## config.mk

```make
export PLATFORM = sky130hd
export DESIGN_NAME = ssvd_top
export DESIGN_NICKNAME = d
export VERILOG_FILES = /design/src/ssvd_pin_sync.v /design/src/ssvd_top.v
export VERILOG_INCLUDE_DIRS = /design/src
export SDC_FILE = /design/constraint.sdc
export NUM_CORES = 1
export LEC_CHECK = 0
export ABC_CLOCK_PERIOD_IN_PS = 5000
export BUFFER_PORTS_ARGS = -buffer_cell sky130_fd_sc_hd__buf_2
export CORE_UTILIZATION = 40
export CTS_BUF_LIST = sky130_fd_sc_hd__clkbuf_8
export DETAILED_ROUTE_END_ITERATION = 8
export PLACE_DENSITY_LB_ADDON = 0.25
export SLEW_MARGIN = 25
export SYNTH_ARGS = -nofsm -noshare
export SYNTH_HDL_FRONTEND = slang
export SYNTH_HIERARCHICAL = 1
export SYNTH_SLANG_ARGS = --single-unit
```

## constraint.sdc

```tcl
create_clock -name clk_sys -period 5 [get_ports clk_sys]
set_clock_uncertainty 0.05 [all_clocks]
set_input_delay 0.75 -clock clk_sys [delete_from_list [all_inputs] [get_ports clk_sys]]
set_output_delay 0.75 -clock clk_sys [all_outputs]
set_load 0.03 [all_outputs]
```

## src/ssvd_consts.vh

```
/*
  Constants for the slow-scan video digitizer: register offsets,
  field positions, reset values and timing counts.
  Assumes a 40 MHz system clock.
*/
`ifndef SSVD_CONSTS_VH
`define SSVD_CONSTS_VH

`define SSVD_CLK_HZ        40000000
`define SSVD_CLK_MHZ       40
// Host lines on the game-port byte
`define SSVD_BIT_SYNC      7
`define SSVD_BIT_LEVEL     6
`define SSVD_BIT_SWEEP     5
`define SSVD_THR_W         4
// Sync stretch time in ns; horizontal sync itself is about 4700 ns
`define SSVD_HSYNC_NS      4700
`define SSVD_STRETCH_NS    12000
`define SSVD_STRETCH_CYC   ((`SSVD_STRETCH_NS * `SSVD_CLK_MHZ + 999) / 1000)
// Sample window start after sync start, in ns
`define SSVD_SAMPLE_BASE_NS 12000
`define SSVD_SAMPLE_BASE_CYC ((`SSVD_SAMPLE_BASE_NS * `SSVD_CLK_MHZ + 999) / 1000)
// Register map, byte addresses
`define SSVD_ADDR_W        4
`define SSVD_REG_RAMP      4'h0
`define SSVD_REG_STATUS    4'h4
`define SSVD_REG_DELAY     4'h8
`define SSVD_REG_LINES     4'hc
// Ramp step per scanline, 8 fractional bits (about one column per 43 lines); threshold step per code
`define SSVD_RAMP_RESET    8'h06
`define SSVD_THR_STEP      8'h08
// Status fields
`define SSVD_ST_SWEEP      0
`define SSVD_ST_LEVEL      1
`define SSVD_ST_SYNC       2

`endif

```

## src/ssvd_pin_sync.v

```verilog
/*
  Three-flop input synchroniser for a group of pins, one generate
  slice per bit. Output changes once stages two and three agree.
  Assumes the pins are asynchronous to clk_sys.
*/
`timescale 1ns/10ps
module ssvd_pin_sync #(
  parameter W = 1
) (
  input  wire         clk_sys,
  input  wire         rst_n,
  input  wire [W-1:0] pin_in,
  output wire [W-1:0] pin_out
);
  genvar i;
  generate
    for (i = 0; i < W; i = i + 1) begin : g_bit
      reg s1_reg;
      reg s2_reg;
      reg s3_reg;
      reg out_reg;
      always @(posedge clk_sys or negedge rst_n) begin
        if (!rst_n) begin
          s1_reg  <= 1'b0;
          s2_reg  <= 1'b0;
          s3_reg  <= 1'b0;
          out_reg <= 1'b0;
        end else begin
          s1_reg <= pin_in[i];
          s2_reg <= s1_reg;
          s3_reg <= s2_reg;
          // Glitch filter: only a settled value is taken
          if (s2_reg == s3_reg) begin
            out_reg <= s3_reg;
          end
        end
      end
      assign pin_out[i] = out_reg;
    end
  endgenerate
endmodule

```

## src/ssvd_top.v

```verilog
/*
  Slow-scan video digitizer core: sync stretching, per-line sampling
  with a continuously ramped delay, threshold compare, game-port lines.
  Assumes an external sync slicer pin and a video ADC clocked by clk_sys.
*/
`timescale 1ns/10ps
`include "ssvd_consts.vh"
module ssvd_top #(
  parameter VID_W   = 8,
  parameter DELAY_W = 12,
  parameter FRAC_W  = 8
) (
  input  wire                    clk_sys,
  input  wire                    resetn,
  input  wire                    vid_sync_n_pin,
  input  wire [VID_W-1:0]        vid_level,
  input  wire [VID_W-1:0]        knob_level,
  input  wire                    host_sweep_pin,
  input  wire [`SSVD_THR_W-1:0]  host_thr_pin,
  output reg                     host_sync_sense,
  output reg                     host_level_sense,
  input  wire [`SSVD_ADDR_W-1:0] reg_addr,
  input  wire [31:0]             reg_wdata,
  input  wire                    reg_wr,
  input  wire                    reg_rd,
  output reg  [31:0]             reg_rdata
);
  localparam [15:0] STRETCH_CYC = `SSVD_STRETCH_CYC;
  localparam [15:0] BASE_CYC    = `SSVD_SAMPLE_BASE_CYC;
  localparam        ACC_W       = DELAY_W + FRAC_W;

  reg rst_s1_reg;
  reg rst_s2_reg;
  wire rst_n = rst_s2_reg;

  always @(posedge clk_sys or negedge resetn) begin
    if (!resetn) begin
      rst_s1_reg <= 1'b0;
      rst_s2_reg <= 1'b0;
    end else begin
      rst_s1_reg <= 1'b1;
      rst_s2_reg <= rst_s1_reg;
    end
  end

  // Pins from the video slicer and from the host port
  wire [`SSVD_THR_W+1:0] pins_sync;
  ssvd_pin_sync #(
    .W (`SSVD_THR_W + 2)
  ) u_pins (
    .clk_sys (clk_sys),
    .rst_n   (rst_n),
    .pin_in  ({vid_sync_n_pin, host_sweep_pin, host_thr_pin}),
    .pin_out (pins_sync)
  );
  wire                   sync_lvl = ~pins_sync[`SSVD_THR_W+1];
  wire                   sweep    = pins_sync[`SSVD_THR_W];
  wire [`SSVD_THR_W-1:0] thr_code = pins_sync[`SSVD_THR_W-1:0];

  reg                 sync_d_reg;
  reg  [15:0]         stretch_reg;
  reg  [15:0]         line_cnt_reg;
  reg                 armed_reg;
  reg  [ACC_W-1:0]    ramp_acc_reg;
  reg  [7:0]          ramp_step_reg;
  reg  [15:0]         lines_reg;
  reg  [VID_W:0]      thr_reg;

  wire sync_start = sync_lvl & ~sync_d_reg;
  wire [15:0] sample_at = BASE_CYC + {{(16-DELAY_W){1'b0}}, ramp_acc_reg[ACC_W-1:FRAC_W]};
  wire sample_now = armed_reg & (line_cnt_reg == sample_at);

  // Threshold: knob plus code steps; one extra bit keeps the top codes from wrapping
  always @* begin
    thr_reg = {1'b0, knob_level} + {1'b0, thr_code * `SSVD_THR_STEP};
  end

  always @(posedge clk_sys or negedge rst_n) begin
    if (!rst_n) begin
      sync_d_reg       <= 1'b0;
      stretch_reg      <= 16'h0000;
      line_cnt_reg     <= 16'h0000;
      armed_reg        <= 1'b0;
      ramp_acc_reg     <= {ACC_W{1'b0}};
      lines_reg        <= 16'h0000;
      host_sync_sense  <= 1'b0;
      host_level_sense <= 1'b0;
    end else begin
      sync_d_reg <= sync_lvl;
      // Hold while sync lasts, then run out; long vsync shows as long low
      if (sync_lvl) begin
        stretch_reg <= STRETCH_CYC;
      end else if (stretch_reg != 16'h0000) begin
        stretch_reg <= stretch_reg - 16'h0001;
      end
      if (sync_start) begin
        line_cnt_reg <= 16'h0000;
        armed_reg    <= sweep;
      end else begin
        if (line_cnt_reg != 16'hffff) begin
          line_cnt_reg <= line_cnt_reg + 16'h0001;
        end
        if (sample_now) begin
          armed_reg <= 1'b0;
        end
      end
      if (!sweep) begin
        ramp_acc_reg     <= {ACC_W{1'b0}};
        lines_reg        <= 16'h0000;
        host_sync_sense  <= 1'b0;
        host_level_sense <= 1'b0;
      end else begin
        // Every line adds a fraction of a column, so the skew is continuous
        if (sync_start) begin
          ramp_acc_reg <= ramp_acc_reg + {{(ACC_W-8){1'b0}}, ramp_step_reg};
          lines_reg    <= lines_reg + 16'h0001;
        end
        host_sync_sense <= ~(sync_lvl | (stretch_reg != 16'h0000));
        if (sample_now) begin
          host_level_sense <= ({1'b0, vid_level} > thr_reg);
        end
      end
    end
  end

  // Register port
  always @(posedge clk_sys or negedge rst_n) begin
    if (!rst_n) begin
      ramp_step_reg <= `SSVD_RAMP_RESET;
      reg_rdata     <= 32'h00000000;
    end else begin
      if (reg_wr && reg_addr == `SSVD_REG_RAMP) begin
        ramp_step_reg <= reg_wdata[7:0];
      end
      reg_rdata <= 32'h00000000;
      if (reg_rd) begin
        case (reg_addr)
          `SSVD_REG_RAMP:   reg_rdata <= {24'h000000, ramp_step_reg};
          `SSVD_REG_STATUS: reg_rdata <= {29'h00000000, host_sync_sense,
                                          host_level_sense, sweep};
          `SSVD_REG_DELAY:  reg_rdata <= {{(32-DELAY_W){1'b0}},
                                          ramp_acc_reg[ACC_W-1:FRAC_W]};
          `SSVD_REG_LINES:  reg_rdata <= {16'h0000, lines_reg};
          default:          reg_rdata <= 32'h00000000;
        endcase
      end
    end
  end
endmodule

```

* Yosys cells after proc, flatten, opt, wreduce, memory -nomap -nowiden
Cells that the tools add are included.
Cells by class: reductions and logical operators 5, equal/unequal tests 14, mux-type cells 15, magnitude comparators 1, bitwise gates (word level) 6, $add $sub $neg 6
Operator list (number):
- 16-bit two-way mux | 7
- 16-bit case mux with 4 select lines | 1
- 20-bit two-way mux | 2
- 16-bit by 1-bit adder with 16-bit output (second input constant) | 2
- 20-bit by 8-bit adder with 20-bit output | 1
- 16-bit by 13-bit equality test with 1-bit output | 1
- 16-bit inequality test (second input constant) | 1
- 16-bit nonzero test | 1
- 16-bit by 1-bit subtractor with 16-bit output (second input constant) | 1
- 9-bit by 12-bit adder with 13-bit output (first input constant) | 1
- 8-bit by 7-bit adder with 9-bit output | 1
- 8-bit by 9-bit > comparator with 1-bit output | 1
- 4-bit equality test (second input constant) | 2
- 1-bit equality test | 6
- 2-bit inequality test (second input constant) | 3
- 1-bit two-way mux | 5
- 4-bit by 3-bit equality test with 1-bit output (second input constant) | 1
- 4-bit zero test | 1
- 2-bit nonzero test | 2
- 1-bit inverter | 3
- 1-bit bitwise AND | 2
- 1-bit logical AND | 1
- 1-bit OR | 1
Word-level totals: output and inout port bits 34, input port bits 62, logic and storage cells 83, register bits after elaboration 138

* Depth between registers and ports, before layout
Gate-level depths: netlist (run 1).
depth after elaboration 5, depth in mapped cells 14

* Hierarchy
The synthesis (run 1) kept the hierarchy.
Modules (own cells, without submodules):
- ssvd_top | cells an instance 595, instances 1, area each 5672.9 µm², sequential area each 2454.9 µm²
- ssvd_pin_sync | cells an instance 36, instances 1, area each 713.2 µm², sequential area each 600.6 µm²

* Least setup slack after synthesis (run 1)
No wires, ideal clock.
path type in2reg, from input port knob_level[3], to register host_level_sense, arrival 2572 ps, buffers on the path 0, setup slack 2249 ps, setup time 129 ps, cell stages on the path 13, cells stage by stage ha_1 inv_1 fa_1 inv_1 a21o_1 a21oi_1 xor2_1 ha_1 and3_1 a21oi_1 o21ai_0 o2111ai_1 mux2i_1
On the way: longest elaborated chain between the ends 4
Ends and longest elaborated chain:
- start, declared | line ssvd_top.v:17 | input wire [VID_W-1:0] knob_level,
- 8-bit by 7-bit adder with 9-bit output | line ssvd_top.v:75 | thr_reg = {1'b0, knob_level} + {1'b0, thr_code * `SSVD_THR_STEP};
- 8-bit by 9-bit > comparator with 1-bit output | line ssvd_top.v:120 | host_level_sense <= ({1'b0, vid_level} > thr_reg);
- 1-bit two-way mux | line ssvd_top.v:119 | if (sample_now) begin
- 1-bit two-way mux | line ssvd_top.v:107 | if (!sweep) begin
- end signal, assigned | line ssvd_top.v:120
- end, declared | line ssvd_top.v:21 | output reg host_level_sense,
Every way passes these cells. The select of a mux whose other input is x is not followed. A chain may end at the register's enable or synchronous reset.

* Worst setup path in the final report (run 1)
Same ends and word-level chain as after synthesis.

==> results of run 1 <==
[worst max-delay path: stages]
cell and delay, ns:
buf_2 0.08, ha_1 0.16, inv_1 0.05, fa_1 0.39, inv_1 0.07, a21o_1 0.13
a21oi_1 0.08, xor2_1 0.15, ha_1 0.33, and3_1 0.18, a21oi_1 0.11, o21ai_0 0.11
o2111ai_1 0.19, mux2i_1 0.10
[layout by cell type, fill, tap and decap left out, types with 19 or more instances in the layout]
| cell | netlist | routed |
|---|---|---|
| xor2_1 | 24 | 24 |
| and2_1 | 29 | 29 |
| o21ai_0 | 19 | 19 |
| dfrtp_1 | 120 | 119 |
| buf_2 | 3 | 55 |
| nand3_1 | 22 | 22 |
| nor2_1 | 52 | 52 |
| xnor2_1 | 39 | 39 |
| ha_1 | 25 | 25 |
| nand2_1 | 54 | 54 |
| inv_1 | 22 | 22 |
| clkbuf_8 | 0 | 19 |
[kinds of logic after synthesis]
kind of cell | share of synthesized area [%]
AND/OR/NAND/NOR | 19.0
flip-flops | 47.8
AO/OA/AOI/OAI | 9.52
buffers and inverters | 5.76
XOR/XNOR | 8.64
adder cells (fa/ha/maj) | 6.58
multiplexers | 2.51
other | 0.118
[Yosys cell counts, types with 4 or more instances]
library cell | number | area [um2]
dfrtp_1 | 120 | 3000
nand3_1 | 22 | 110
a21boi_0 | 8 | 60.1
a211oi_1 | 9 | 67.6
or3_1 | 7 | 43.8
mux2_2 | 8 | 90.1
a22oi_1 | 9 | 67.6
and3_1 | 13 | 81.3
nor4b_1 | 4 | 35.0
xnor2_1 | 39 | 342
mux2i_1 | 7 | 70.1
a21o_1 | 5 | 37.5
ha_1 | 25 | 313
and2_1 | 29 | 181
xor2_1 | 24 | 210
nand4_1 | 12 | 75.1
or4_1 | 6 | 45.0
buf_4 | 22 | 165
a21oi_1 | 17 | 85.1
nand2_1 | 54 | 203
maj3_2 | 6 | 67.6
nor2_1 | 52 | 195
or2_2 | 4 | 25.0
inv_1 | 22 | 82.6
nor4_1 | 9 | 56.3
clkbuf_1 | 19 | 71.3
nor3_1 | 13 | 65.1
o21ai_0 | 19 | 95.1
[power breakdown]
part	switching, W	total [W]	internal [W]	leakage [nW]
clock	0.000393	0.000955	0.000563	0.206
combinational	0.000211	0.000369	0.000159	1.46
sequential	0.0000829	0.00114	0.00106	1.59
[timing repair]
action / 4_1_cts / 5_1_grt
hold buffers: 1 / 0
endpoints found under the hold margin: 2 / 0
buffers inserted: 0 / 0
[cell type report]
| cell class | instances | share of cell area, % |
|---|---|---|
| clock buffers | 19 | 3.65 |
| clock inverters | 12 | 2.41 |
| inverters | 22 | 1.15 |
| multi-input cells | 455 | 42.2 |
| flip-flops and latches | 122 | 42.7 |
| well taps | 211 | 3.68 |
| repair buffers | 59 | 4.29 |
[stage by stage]
stage	worst slack (ns)	total power, W	utilization (%)
floorplan	1.30	0.00144	-
CTS	2.39	0.00250	46.7
global route	2.19	0.00260	46.7
finish	2.39	0.00247	46.7
global placement	2.01	0.00151	43.7
detailed placement	1.94	0.00153	43.8
[layer usage]
layer	vias up	global-route usage, %	part of all wire (%)
li1	2249	-	-
met1	2218	21.7	48
met2	97	27.5	46
met3	20	4.62	4.1
met4	0	7.06	1.9
met5	-	0	0
[worst max path at each step]
| stage | from | end | slack (ns) | cells after the start |
|---|---|---|---|---|
| after global placement | knob_level[3] | host_level_sense | 2.01 | 14 |
| after floorplan | rst_n | armed_reg | 1.30 | 0 |
| after CTS | u_pins/g_bit[0].out_reg | host_level_sense | 2.39 | 13 |
| after detailed placement | knob_level[3] | host_level_sense | 1.94 | 14 |
| after global routing | u_pins/g_bit[0].out_reg | host_level_sense | 2.19 | 13 |
| final | knob_level[3] | host_level_sense | 2.39 | 14 |
==> flow_summary.ini, run 1 <==
[detailed_routing]
detail_route.vias_per_cell = 5.09
ant_nets = 0
drt-pass1-iter-count = 4
wl_per_cell_um = 14.2
wirelength_um = 12800
drt-initial-drc-count = 200
via_count = 4584
drc_errors = 0

[layout]
seq_area_um2 = 3060
multi_input_area_um2 = 3020
diodes = 0
final_cell_area_um2 = 7170
final_nets = 766
final_cell_count_no_fill = 900
largest_reg_flops = 20
drive_gt1_share_pct = 16.7
syn2layout_area_growth_pct = 12.3
fillers = 1454

[min_path]
hold_start = u_pins/g_bit[2].s1_reg
hold_depth = 0
min_to = u_pins/g_bit[2].s2_reg
min-delay-path-class = reg -> reg

[global_routing]
antenna_found_initial = 0
grt_max_degree = 66
grt_pass1_vias = 4528
grt_overflow = 0
track_usage_pct = 17.1
grt_pass1_wl_um = 21700

[logic_synthesis]
ys_types = 57
synth-seq-cells = 122
async_flop_share_pct = 100
synth_area_um2 = 6390
yosys_warnings = 6
synth_edf_count = 0
synth_ff_type = dfrtp_1
yosysSeqAreaShare_pct = 47.8
syn_avg_cell_area_um2 = 10.1
synthCells = 631

[place]
placed_cell_area_um2 = 6730
gp_congestion = 0.789
numPortBuffers = 55
hpwl_um = 9100
dp.cells = 868

[clocking]
cts_made_buffers = 17
cts_max_path_buffers = 2
insertion_delay_ns = 0.45
cts_tree = yes
clk_pin_slew_worst_paths_ns = 0.07
cts.sinks = 122
htree_levels = 4
cts_resized = 0
root_buffer = clkbuf_8

[die]
core_um2 = 15400
initial_core_util_pct = 41.5
dieArea_um2 = 16500
rows = 45
die_h_um = 128
die_w_um = 128
ioPinCount = 96

[pwr]
vdd_drop_max_uv = 186
power.density_nw_per_um2 = 344
leakagePower_nw = 3.25

[run]
maxCapViolCount = 0

[sta]
rsz0062_at_grt = no
setup_viol = 0
hold_viol = 0
period_share_pct = 52.3
max_slew_margin_pct = 38.0
setup_tns_ns = 0
drv_slew = 0
period_minus_slack_ns = 2.61
worstMarginPinSlew_ns = 0.921
whs_ns = 0.298
fmax_mhz = 383

[worst_setup_path]
cp_max_fo = 4
path_class = in -> reg
reg2reg_to = host_level_sense
start_kind = input port
reg2reg_depth = 13
rrSetupSlack_ns = 2.40
worstPathArrival_ns = 2.89
cp.required_ns = 5.28
r2r-start = u_pins/g_bit[0].out_reg
crit_path_end_kind = flip-flop

[status]
outcome = finished clean
Note: power is estimated with default switching activity, not from simulation.
==> inputs of run 2 (changes only) <==
--- a/config.mk
+++ b/config.mk
@@ -6,7 +6,7 @@
 export SDC_FILE = /design/constraint.sdc
 export NUM_CORES = 1
 export LEC_CHECK = 0
-export ABC_CLOCK_PERIOD_IN_PS = 5000
+export ABC_CLOCK_PERIOD_IN_PS = 2400
 export BUFFER_PORTS_ARGS = -buffer_cell sky130_fd_sc_hd__buf_2
 export CORE_UTILIZATION = 40
 export CTS_BUF_LIST = sky130_fd_sc_hd__clkbuf_8
==> constraint.sdc (replaced) <==
create_clock -name clk_sys -period 2.4 [get_ports clk_sys]
set_clock_uncertainty 0.05 [all_clocks]
set_input_delay 0.36 -clock clk_sys [delete_from_list [all_inputs] [get_ports clk_sys]]
set_output_delay 0.36 -clock clk_sys [all_outputs]
set_load 0.03 [all_outputs]
==> flow_summary.ini, run 2 (synthesis gave the netlist of run 1 again) <==
[layout]
largest_reg_flops = 20
syn2layout_area_growth_pct = 17.2
final_cell_mix = dfrtp_1 (119), buf_2 (55), nand2_1 (54), nor2_1 (52), xnor2_1 (39)
final_common_cell = dfrtp_1
finalCoreUtilization_pct = 48.7
final_cell_area_um2 = 7480
drive_gt1_share_pct = 20.4
diodes = 0
fillers = 1460
final_nets = 796

[worst_setup_path]
cp_slowest_stage_delay_ns = 0.40
r2r-start = u_pins/g_bit[0].out_reg
worstPathArrival_ns = 2.78
start_kind = flip-flop
worstPathCellList = ha_4 > inv_2 > fa_2 > inv_2 > a21o_1 > a21oi_2 > xor2_1 > ha_1 > and3_4 > a21oi_2 > o21ai_1 > o2111ai_1 > mux2i_1
crit_path_top_delay_cell = dfrtp_1
crit_family = adder cells
crit_buf_inv = 2
path_class = reg -> reg
crit_path_end_kind = flip-flop
crit_path_end = host_level_sense
path_depth = 13
reg2reg_depth = 13
cp.required_ns = 2.67
cp-startpoint = u_pins/g_bit[0].out_reg
reg2reg_to = host_level_sense
cp_max_fo = 3
rrSetupSlack_ns = -0.10

[global_routing]
grt_pass1_wl_um = 22400
track_usage_pct = 17.4
grt_pass1_vias = 4709
grt_max_degree = 58
antenna_found_initial = 0
grt_overflow = 0

[pwr]
leakagePower_nw = 3.42
power_w = 0.00534
vdd_drop_max_uv = 404
power.density_nw_per_um2 = 714

[clocking]
htree_levels = 4
cts_max_path_buffers = 2
cts_made_buffers = 17
cts.sinks = 122
clk_pin_slew_worst_paths_ns = 0.07
root_buffer = clkbuf_8
insertion_delay_ns = 0.45
cts_tree = yes

[detailed_routing]
wirelength_um = 13000
drt-initial-drc-count = 247
wl_per_cell_um = 14.0
detail_route.vias_per_cell = 5.02
drt-pass1-iter-count = 4
drc_errors = 0
ant_nets = 0
via_count = 4674

[place]
gp_congestion = 0.811
hpwl_um = 9310
placed_cell_area_um2 = 6900
numPortBuffers = 55
dp_slack_ns = -0.105

[die]
core_um2 = 15400
ioPinCount = 96
initial_core_util_pct = 41.5
die_h_um = 128
rows = 45
dieArea_um2 = 16500
die_w_um = 128

[sta]
fin_ws_ns = -0.103
drv_slew = 0
period_minus_slack_ns = 2.50
rsz0062_at_grt = yes
max_slew_margin_pct = 61.0
setup_viol = 1
fmax_mhz = 399
worstMarginPinSlew_ns = 0.586
period_share_pct = 104
hold_viol = 0

[min_path]
min-delay-path-class = in -> reg

[status]
violations = setup timing
outcome = finished with violations

[run]
maxCapViolCount = 0
run 2: changes by cell type in the layout (fill, tap and decap cells not counted), sizes merged:
cell,previous run,this run
clkinv,3,2
buf,58,82
inv,22,25
clkinvlp,5,3
bufinv,4,5
dlygate4sd3,1,7
run 2: final cells by class:
cell class | instances | area [um2] | area share [%]
clock buffers | 19 | 262 | 3.49
flip-flops and latches | 122 | 3060 | 40.9
multi-input cells | 455 | 3060 | 40.8
repair buffers | 89 | 561 | 7.49
well taps | 211 | 264 | 3.53
clock inverters | 13 | 199 | 2.66
inverters | 22 | 82.6 | 1.10
run 2: worst min path at each step:
stage,cells past startpoint,start,to,slack [ns]
after detailed placement,1,resetn,rst_s1_reg,0.10
after CTS,2,reg_wdata[5],ramp_step_reg[5],0.06
after global placement,1,resetn,rst_s1_reg,0.1
after floorplan,0,resetn,rst_n,0.01
after global routing,2,reg_wdata[5],ramp_step_reg[5],0.06
final,2,reg_wdata[5],ramp_step_reg[5],0.09
run 2: per-layer routing:
layer | routed length, um | up-vias | GRT usage (%)
li1 | - | 2296 | -
met1 | 6050 | 2270 | 22.2
met2 | 6240 | 90 | 28.4
met3 | 597 | 18 | 5.03
met4 | 154 | 0 | 5.74
met5 | 0 | - | 0
run 2: what timing repair did:
item / in CTS / in global routing
gates cloned: 0 / 0
pin swaps: 5 / 8
buffers inserted: 1 / 4
endpoints found under the hold margin: 8 / 0
setup endpoints to repair: 1 / 10
hold buffers: 7 / 0
resized for setup: 0 / 6
run 2: report_power, final:
part	switching, W	internal, W	leakage, nW	total, W
sequential	0.000155	0.00221	1.59	0.00236
clock	0.000821	0.00128	0.231	0.00210
combinational	0.000472	0.000404	1.60	0.000876
run 2: metrics by stage:
step / hold WS [ns] / TNS (ns) / cells
floorplan: 0.0144 / 0 / 646
global placement: 0.0992 / -0.0752 / 887
detailed placement: 0.100 / -0.105 / 887
CTS: 0.0611 / -0.0535 / 927
global route: 0.0573 / -0.199 / 931
finish: 0.0909 / -0.103 / 931
